$ cat config.mk
export PLATFORM = sky130hd
export DESIGN_NAME = sqp_sequencer
export DESIGN_NICKNAME = d
export VERILOG_FILES = /design/src/design/sqp_pkg.sv /design/src/design/sqp_sequencer.sv
export VERILOG_INCLUDE_DIRS = /design/src /design/src/design
export SDC_FILE = /design/constraint.sdc
export NUM_CORES = 1
export LEC_CHECK = 0
export ABC_AREA = 1
export BUFFER_PORTS_ARGS = -buffer_cell sky130_fd_sc_hd__clkbuf_2
export CAP_MARGIN = 15
export CELL_PAD_IN_SITES_DETAIL_PLACEMENT = 0
export CELL_PAD_IN_SITES_GLOBAL_PLACEMENT = 1
export CORE_AREA = 2 2 67 69
export CTS_BUF_LIST = sky130_fd_sc_hd__clkbuf_8
export DETAILED_ROUTE_END_ITERATION = 6
export DIE_AREA = 0 0 69 71
export GPL_TIMING_DRIVEN = 0
export PLACE_DENSITY = 0.88
export SYNTH_ARGS = -nofsm -noshare
export SYNTH_HDL_FRONTEND = slang
export SYNTH_SLANG_ARGS = --single-unit
$ cat constraint.sdc
create_clock -name REF_CLK -period 1.8 [get_ports REF_CLK]
set_clock_uncertainty 0.2 [all_clocks]
set_input_delay 0.09 -clock REF_CLK [delete_from_list [all_inputs] [get_ports REF_CLK]]
set_output_delay 0.09 -clock REF_CLK [all_outputs]
set_load 0.005 [all_outputs]
$ cat src/design/sqp_consts.svh
// constants of the preset / test-array sequencer core
// assumes a single 10 MHz clock and an active-low asynchronous power-up reset
// Notes on behaviour
// RQ1: product lines 48 and 49 form a factory test array usable before programming.
// RQ2: the programmer deletes test lines 48 and 49 for user logic.
// RQ3: tester loops outputs to upper inputs, grounds preset pin, applies stimulus.
// RQ4: power up forces every state and output flip-flop high.
// RQ5: preset pin high blocks clocking and forces all register bits high.
// RQ6: no falling clock edge needed after preset; only short inactive setup.
// RQ7: the first rising edge after any preset loads next state and outputs; the code loads on the third edge after the preset pin falls (two-stage sync).
// RQ8: system waits the setup interval after power-up before the first clock.
// RQ9: six state bits fed back plus eight registered outputs, rising-edge Mealy.
// RQ10: dual-purpose pin presets registers, or with fuse blown controls outputs.
// RQ11: output-control mode: low enables outputs, high floats them, contents kept.
`ifndef SQP_CONSTS_SVH
`define SQP_CONSTS_SVH

`define SQP_N_IN 16
`define SQP_N_STATE 6
`define SQP_N_OUT 8
`define SQP_N_BITS 14
`define SQP_N_PT 48
`define SQP_N_VARS 22
`define SQP_N_SYNC 19
`define SQP_PRESET_VAL 14'h3fff
`define SQP_OE_ON 8'hff
`define SQP_OE_OFF 8'h00
`define SQP_SYNC_RST 19'h0_0000
`define SQP_CLK_PERIOD_NS 100
`define SQP_PRESET_SETUP_NS 8
`define SQP_PRESET_SETUP_CYC \
    (((`SQP_PRESET_SETUP_NS + `SQP_CLK_PERIOD_NS - 1) / `SQP_CLK_PERIOD_NS) < 1 ? 1 : \
    ((`SQP_PRESET_SETUP_NS + `SQP_CLK_PERIOD_NS - 1) / `SQP_CLK_PERIOD_NS))

`endif

$ cat src/design/sqp_pkg.sv
// types shared by the sequencer core
// assumes sqp_consts.svh is on the include path
`include "sqp_consts.svh"
package sqp_pkg;
    typedef struct packed {
        logic [`SQP_N_STATE-1:0] state;
        logic [`SQP_N_OUT-1:0] outs;
    } sqp_regs_t;

    typedef struct packed {
        logic cfg_test_array;
        logic cfg_output_control;
        logic preset_oc;
        logic [`SQP_N_OUT-1:0] upper;
        logic [`SQP_N_OUT-1:0] lower;
    } sqp_pins_t;
endpackage

$ cat src/design/sqp_sequencer.sv
// programmable mealy sequencer with preset recovery and factory test array
// assumes all pins are asynchronous to REF_CLK; fuse map arrives as parameters
`include "sqp_consts.svh"
module sqp_sequencer
    import sqp_pkg::*;
#(
    // intact fuse = 1; an all-intact product line never fires
    parameter logic [`SQP_N_PT*`SQP_N_VARS-1:0] PT_TRUE = '1,
    parameter logic [`SQP_N_PT*`SQP_N_VARS-1:0] PT_COMP = '1,
    parameter logic [`SQP_N_BITS*`SQP_N_PT-1:0] OR_SET = '1,
    parameter logic [`SQP_N_BITS*`SQP_N_PT-1:0] OR_RST = '1
) (
    // clock and power-up reset
    input wire logic REF_CLK,
    input wire logic RESETN,
    // logic inputs
    input wire logic [`SQP_N_OUT-1:0] LOWER_INPUTS,
    input wire logic [`SQP_N_OUT-1:0] UPPER_INPUTS,
    // dual-purpose pin and configuration fuses
    input wire logic PRESET_OC,
    input wire logic CFG_OUTPUT_CONTROL,
    input wire logic CFG_TEST_ARRAY,
    // registered outputs
    output logic [`SQP_N_OUT-1:0] REGISTERED_OUTPUTS,
    output logic [`SQP_N_OUT-1:0] REGISTERED_OUTPUTS_OE
);

    sqp_pins_t pins_raw;
    sqp_pins_t sync1;
    sqp_pins_t sync2;
    sqp_regs_t regs;
    sqp_regs_t next_regs;
    logic [`SQP_N_OUT-1:0] next_oe;
    logic [`SQP_N_OUT-1:0] oe;
    wire [`SQP_N_VARS-1:0] vars;
    wire [`SQP_N_PT-1:0] pt;
    wire [1:0] test_pt;
    wire [`SQP_N_BITS-1:0] set_sum;
    wire [`SQP_N_BITS-1:0] rst_sum;
    wire [`SQP_N_BITS-1:0] next_bits;
    wire preset_act;
    wire oc_off;

    // s/r flip-flop: both asserted holds, a conservative stand-in for undefined
    function automatic logic sr_next(input logic s, input logic r, input logic q);
        sr_next = (s & ~r) | (q & ~(r & ~s));
    endfunction

    assign pins_raw = '{cfg_test_array: CFG_TEST_ARRAY,
                        cfg_output_control: CFG_OUTPUT_CONTROL,
                        preset_oc: PRESET_OC,
                        upper: UPPER_INPUTS,
                        lower: LOWER_INPUTS};

    // two-stage synchroniser for every pin
    always_ff @(posedge REF_CLK or negedge RESETN) begin
        if (!RESETN) begin
            sync1 <= `SQP_SYNC_RST;
            sync2 <= `SQP_SYNC_RST;
        end else begin
            sync1 <= pins_raw;
            sync2 <= sync1;
        end
    end

    // product array sees inputs and fed-back state bits
    assign vars = {regs.state, sync2.upper, sync2.lower}; // RQ9 RQ3

    genvar p;
    generate
        for (p = 0; p < `SQP_N_PT; p = p + 1) begin : g_pt
            assign pt[p] = (&(~PT_TRUE[p*`SQP_N_VARS +: `SQP_N_VARS] | vars)) &
                           (&(~PT_COMP[p*`SQP_N_VARS +: `SQP_N_VARS] | ~vars));
        end
    endgenerate

    // test lines 48 (all high) and 49 (all low); fuse clear means deleted
    assign test_pt[0] = sync2.cfg_test_array & (&vars); // RQ1 RQ2
    assign test_pt[1] = sync2.cfg_test_array & ~(|vars); // RQ1 RQ2

    genvar b;
    generate
        for (b = 0; b < `SQP_N_BITS; b = b + 1) begin : g_bit
            assign set_sum[b] = (|(pt & OR_SET[b*`SQP_N_PT +: `SQP_N_PT])) | test_pt[1];
            assign rst_sum[b] = (|(pt & OR_RST[b*`SQP_N_PT +: `SQP_N_PT])) | test_pt[0];
            assign next_bits[b] = sr_next(set_sum[b], rst_sum[b], regs[b]);
        end
    endgenerate

    always_comb begin
        next_regs = next_bits;
    end

    // the pin means preset unless the output-control fuse is blown
    assign preset_act = ~sync2.cfg_output_control & sync2.preset_oc; // RQ10 RQ5
    assign oc_off = sync2.cfg_output_control & sync2.preset_oc; // RQ10 RQ11

    always_comb begin
        next_oe = oc_off ? `SQP_OE_OFF : `SQP_OE_ON; // RQ11
    end

    // no recovery gap: first edge with preset clear loads the next state
    always_ff @(posedge REF_CLK or negedge RESETN) begin
        if (!RESETN) begin
            regs <= `SQP_PRESET_VAL; // RQ4
        end else if (preset_act) begin
            regs <= `SQP_PRESET_VAL; // RQ5
        end else begin
            regs <= next_regs; // RQ6 RQ7 RQ9
        end
    end

    // outputs float during power-up reset; the first edge after release enables them from the cleared sync2, before the pin arrives
    always_ff @(posedge REF_CLK or negedge RESETN) begin
        if (!RESETN) begin
            oe <= `SQP_OE_OFF;
        end else begin
            oe <= next_oe;
        end
    end

    assign REGISTERED_OUTPUTS = regs.outs;
    assign REGISTERED_OUTPUTS_OE = oe;
endmodule

**After elaboration in Yosys (flattened, before gate mapping)**

Index checks and enable logic that the tools add are counted.

- Mux-type cells: 2
- Reductions and logical operators: 3
- Bitwise operators: 43

Operators by type and width:

| operator | number |
|---|---|
| $reduce_and A22 Y1 | 2 |
| $not A22 Y22 | 1 |
| $reduce_or A22 Y1 | 1 |
| $and A1 B1 Y1 | 21 |
| $or A1 B1 Y1 | 16 |
| $mux W14 | 1 |
| $mux W8 | 1 |
| $not A1 Y1 | 5 |

- Word-level logic and storage cells: 61
- Register bits: 60

**Longest topological paths before layout**

- Depth in word-level cells: 10
- Depth in mapped cells: 8
- Gate-level depth less buffers: 7

**Least setup slack after synthesis**

Ideal clock, no wire load.

- Path type: flip-flop to flip-flop
- From: register regs[10] (netlist name)
- To: register regs, in the netlist REGISTERED_OUTPUTS[3]
- Setup slack: 423 ps
- Required time: 1513 ps
- Buffers on the path: 1
- Arrival: 1090 ps
- Period minus slack after synthesis: 1377 ps
- Cell stages (with the launch flop): 7
- Setup time: 87 ps
- Cells stage by stage: dfstp_2 -> nand4_1 -> nor2_1 -> nand3_2 -> buf_6 -> nand2_1 -> nand3_2

- Longest elaborated chain between the ends: 10
- Elaborated cells between the ends (all ways): 18
- Classes of those cells: mux (1); bitwise (14); reduce/logical (3)

Ends and longest elaborated chain:

| what | line | RTL |
|---|---|---|
| start: declaration | sqp_sequencer.sv:31 | `sqp_regs_t regs;` |
| start signal: assignment | sqp_sequencer.sv:105 | `` regs <= `SQP_PRESET_VAL; `` |
| start signal: assignment | sqp_sequencer.sv:107 | `` regs <= `SQP_PRESET_VAL; `` |
| start signal: assignment | sqp_sequencer.sv:109 | `regs <= next_regs;` |
| $not A22 Y22 / $reduce_or A22 Y1 (equally long branches) | sqp_sequencer.sv:73, sqp_sequencer.sv:79 |  |
| $reduce_and A22 Y1 / $not A1 Y1 (equally long branches) | sqp_sequencer.sv:73, sqp_sequencer.sv:79 |  |
| $and A1 B1 Y1, on equally long branches | sqp_sequencer.sv:72, sqp_sequencer.sv:79 |  |
| $or A1 B1 Y1 | sqp_sequencer.sv:84 | `` assign set_sum[b] = (\|(pt & OR_SET[b*`SQP_N_PT +: `SQP_N_PT])) \| test_pt[1]; `` |
| $not A1 Y1 | sqp_sequencer.sv:46 | `sr_next = (s & ~r) \| (q & ~(r & ~s));` |
| $and A1 B1 Y1 | sqp_sequencer.sv:46 |  |
| $not A1 Y1 | sqp_sequencer.sv:46 |  |
| $and A1 B1 Y1 | sqp_sequencer.sv:46 |  |
| $or A1 B1 Y1 * | sqp_sequencer.sv:46 |  |
| $mux W14 * | sqp_sequencer.sv:106 | `end else if (preset_act) begin` |

Every way passes the cells marked *; elsewhere a longest branch is shown, timed or not.

**Final worst setup path**

- From: register regs[10] (netlist name)
- To: register regs[10] (netlist name)

The elaborated chain is that of the path after synthesis.

==> flow_metrics.tcl <==
set metrics [dict create \
    slew_headroom_pct 56.1 \
    slowest_delay_ns 0.55 \
    hp-class "in -> async" \
    syn_area_um2 1830 \
    clk_latency_ns 0.30 \
    grt_pass1_vias 1132 \
    ys_types 13 \
    route.detailed.drc 0 \
    power.density_nw_per_um2 854 \
    yosysTopAreaCellShare_pct 53.2 \
    grt_pass1_wl_mm 4.37 \
    first_iter_violations 34 \
    dp_cells 229 \
    overflow 0 \
    grtUsageTotal_pct 11.5 \
    grt_max_degree 54 \
    finalHoldViolations 0 \
    drt_wl_total_mm 2.50 \
    vias 1110 \
    path_clk_slew_ns 0.09 \
    pin_count 37 \
    syn-instance-count 141 \
    fin_setup_tns_ns 0 \
    crit_type "reg -> reg" \
    period_minus_slack_ns 1.50 \
    end_kind "flop" \
    async_flop_share_pct 100 \
    setup_viol 0 \
    wl_per_cell_um 9.67 \
    cts_tree "done" \
    antennaDiodeCount 0 \
    syn2layout_area_growth_pct 31.2 \
    crit_chain "nand4_1 -> nor2_1 -> nand3_2 -> buf_6 -> nand2_1 -> nand3_2" \
    yosys_warnings 0 \
    firstDrtPassIters 4 \
    worst_path_max_delay_cell "dfstp_2" \
    power.leakage_nw 1.16 \
    layout-drive-gt1-share_pct 43.2 \
    clockBufferDepth 2 \
    crit_arrival_ns 1.53 \
    final_nets 226 \
    route.antenna.remaining_nets 0 \
    port-buffer-count 36 \
    cts_root_buf "clkbuf_8" \
    synth_top_area_cell "dfrtp_1" \
    hpwlAfterDp_mm 1.55 \
    post-route-period-util_pct 83.4 \
    core_area_um2 4200 \
    crit_path_max_fanout 10 \
    rows 24 \
    synth.net_count 162 \
    layout.cells.non_filler 258 \
    critical_path.most_common_cell "nand3_2" \
    post-cts-setup-buffers 0 \
    avgSynthCellArea_um2 13.0 \
    ys.flop_type "dfrtp_1" \
    worst_pin_slew_ns 0.659 \
    yosysMostFrequentCell "dfrtp_1" \
    cts_made_buffers 5 \
    die_x_um 69 \
    multi_input_area_um2 347 \
    ys_seq_area_share_pct 73.3 \
    critPathRequiredTime_ns 1.83 \
    die_y_um 71 \
    maxSlewViolCount 0 \
    drv_cap 0 \
    setup.worst_path.start_class "flop" \
    synthTopCellsByArea "dfrtp_1 53%, dfstp_2 20%, nand2_1 6.5%" \
    cts.sinks 53 \
    fmax_ghz 0.666 \
    nFillCells 354 \
    synth-seq-cells 53 \
    start_util_pct 43.6 \
    antenna_found_initial 0 \
    ir_drop_mv 0.607 \
    routed_via_density 4.30 \
    synth_edf_count 0 \
    rsz0062_at_grt "no" \
    synth_commonest_cells "39 x dfrtp_1, 32 x nand2_1, 19 x nor2_1" \
    gp_congestion 0.653 \
    cts_max_level 2 \
    seqCellArea_um2 1340 \
    dieArea_um2 4900 \
    status "complete, no violations" \
]
==> final timing paths <==
kind	cells past startpoint	from	endpoint	slack, ns
worst max-delay path	6	regs[10]	regs[10]	0.30
worst min-delay path	2	RESETN	sync1[7]	0.15
worst max register to register	6	regs[10]	regs[10]	0.30
worst min register to register	0	sync1[17]	sync2[17]	0.15
max in group asynchronous	3	RESETN	sync2[17]	0.70
min in group REF_CLK	0	sync1[17]	sync2[17]	0.15
==> flip-flops by register name (all words and copies together) (netlist names) <==
register and cells:
REGISTERED_OUTPUTS 8, REGISTERED_OUTPUTS_OE 1, regs 6, sync1 19, sync2 19
==> metrics by stage <==
| stage | hold slack, ns | power (mW) | setup WS, ns | instance area [um2] | utilization, % |
|---|---|---|---|---|---|
| after detailed placement | -0.000357 | 1.36 | 0.315 | 2080 | 49.5 |
| after CTS | 0.151 | 2.08 | 0.253 | 2380 | 56.6 |
| final | 0.150 | 2.06 | 0.299 | 2410 | 57.3 |
| after global routing | 0.160 | 2.15 | 0.215 | 2410 | 57.3 |
| after floorplan | -0.406 | 1.30 | 0.423 | 1830 | - |
| after global placement | -0.00150 | 1.35 | 0.302 | 2080 | 49.5 |
==> worst max-delay path, delay by kind of cell (launching register included) <==
kind	cells	cell delay (ns)
flops	1	0.55
simple gates	5	0.50
buf+inv	1	0.17
==> metal layers <==
layer / routed length (um) / track usage [%] / vias to the layer above / share of wire (%)
li1: - / - / 553 / -
met1: 982 / 10.8 / 519 / 39
met2: 1330 / 22.1 / 35 / 53
met3: 141 / 3.70 / 3 / 5.7
met4: 41 / 5.88 / 0 / 1.6
met5: 0 / 0 / - / 0
==> cells in the final DEF (no fill, tap or decap), drive strengths merged, types with 2 or more instances in the layout <==
cell         count
clkbuf          42
dfrtp           39
nand2           32
dlygate4sd3     20
nor2            19
buf             19
nand3           15
dfstp           14
nand4            2
inv              2
==> cell families after synthesis <==
family        Yosys count  synth area share, %
simple gates           69                 18.9
buf+inv                19                 7.84
flops                  53                 73.3
==> where the power goes <==
group,internal [mW],switching [mW]
clock,0.319,0.362
combinational,0.0708,0.0512
sequential,1.24,0.0177
==> area by class of cell <==
type | count | share of cell area, %
Sequential cell | 53 | 55.8
Timing Repair Buffer | 57 | 16.9
Multi-Input combinational cell | 69 | 14.4
Buffer | 18 | 5.82
Clock buffer | 6 | 3.43
Tap cell | 52 | 2.70
Clock inverter | 2 | 0.728
Inverter | 1 | 0.156
==> repair_timing <==
item | CTS | global route
hold endpoints to repair | 58 | 0
resized for setup | 0 | 0
hold buffers | 20 | 0
setup endpoints to repair | 0 | 0
Power figures use the tool's default switching activity.
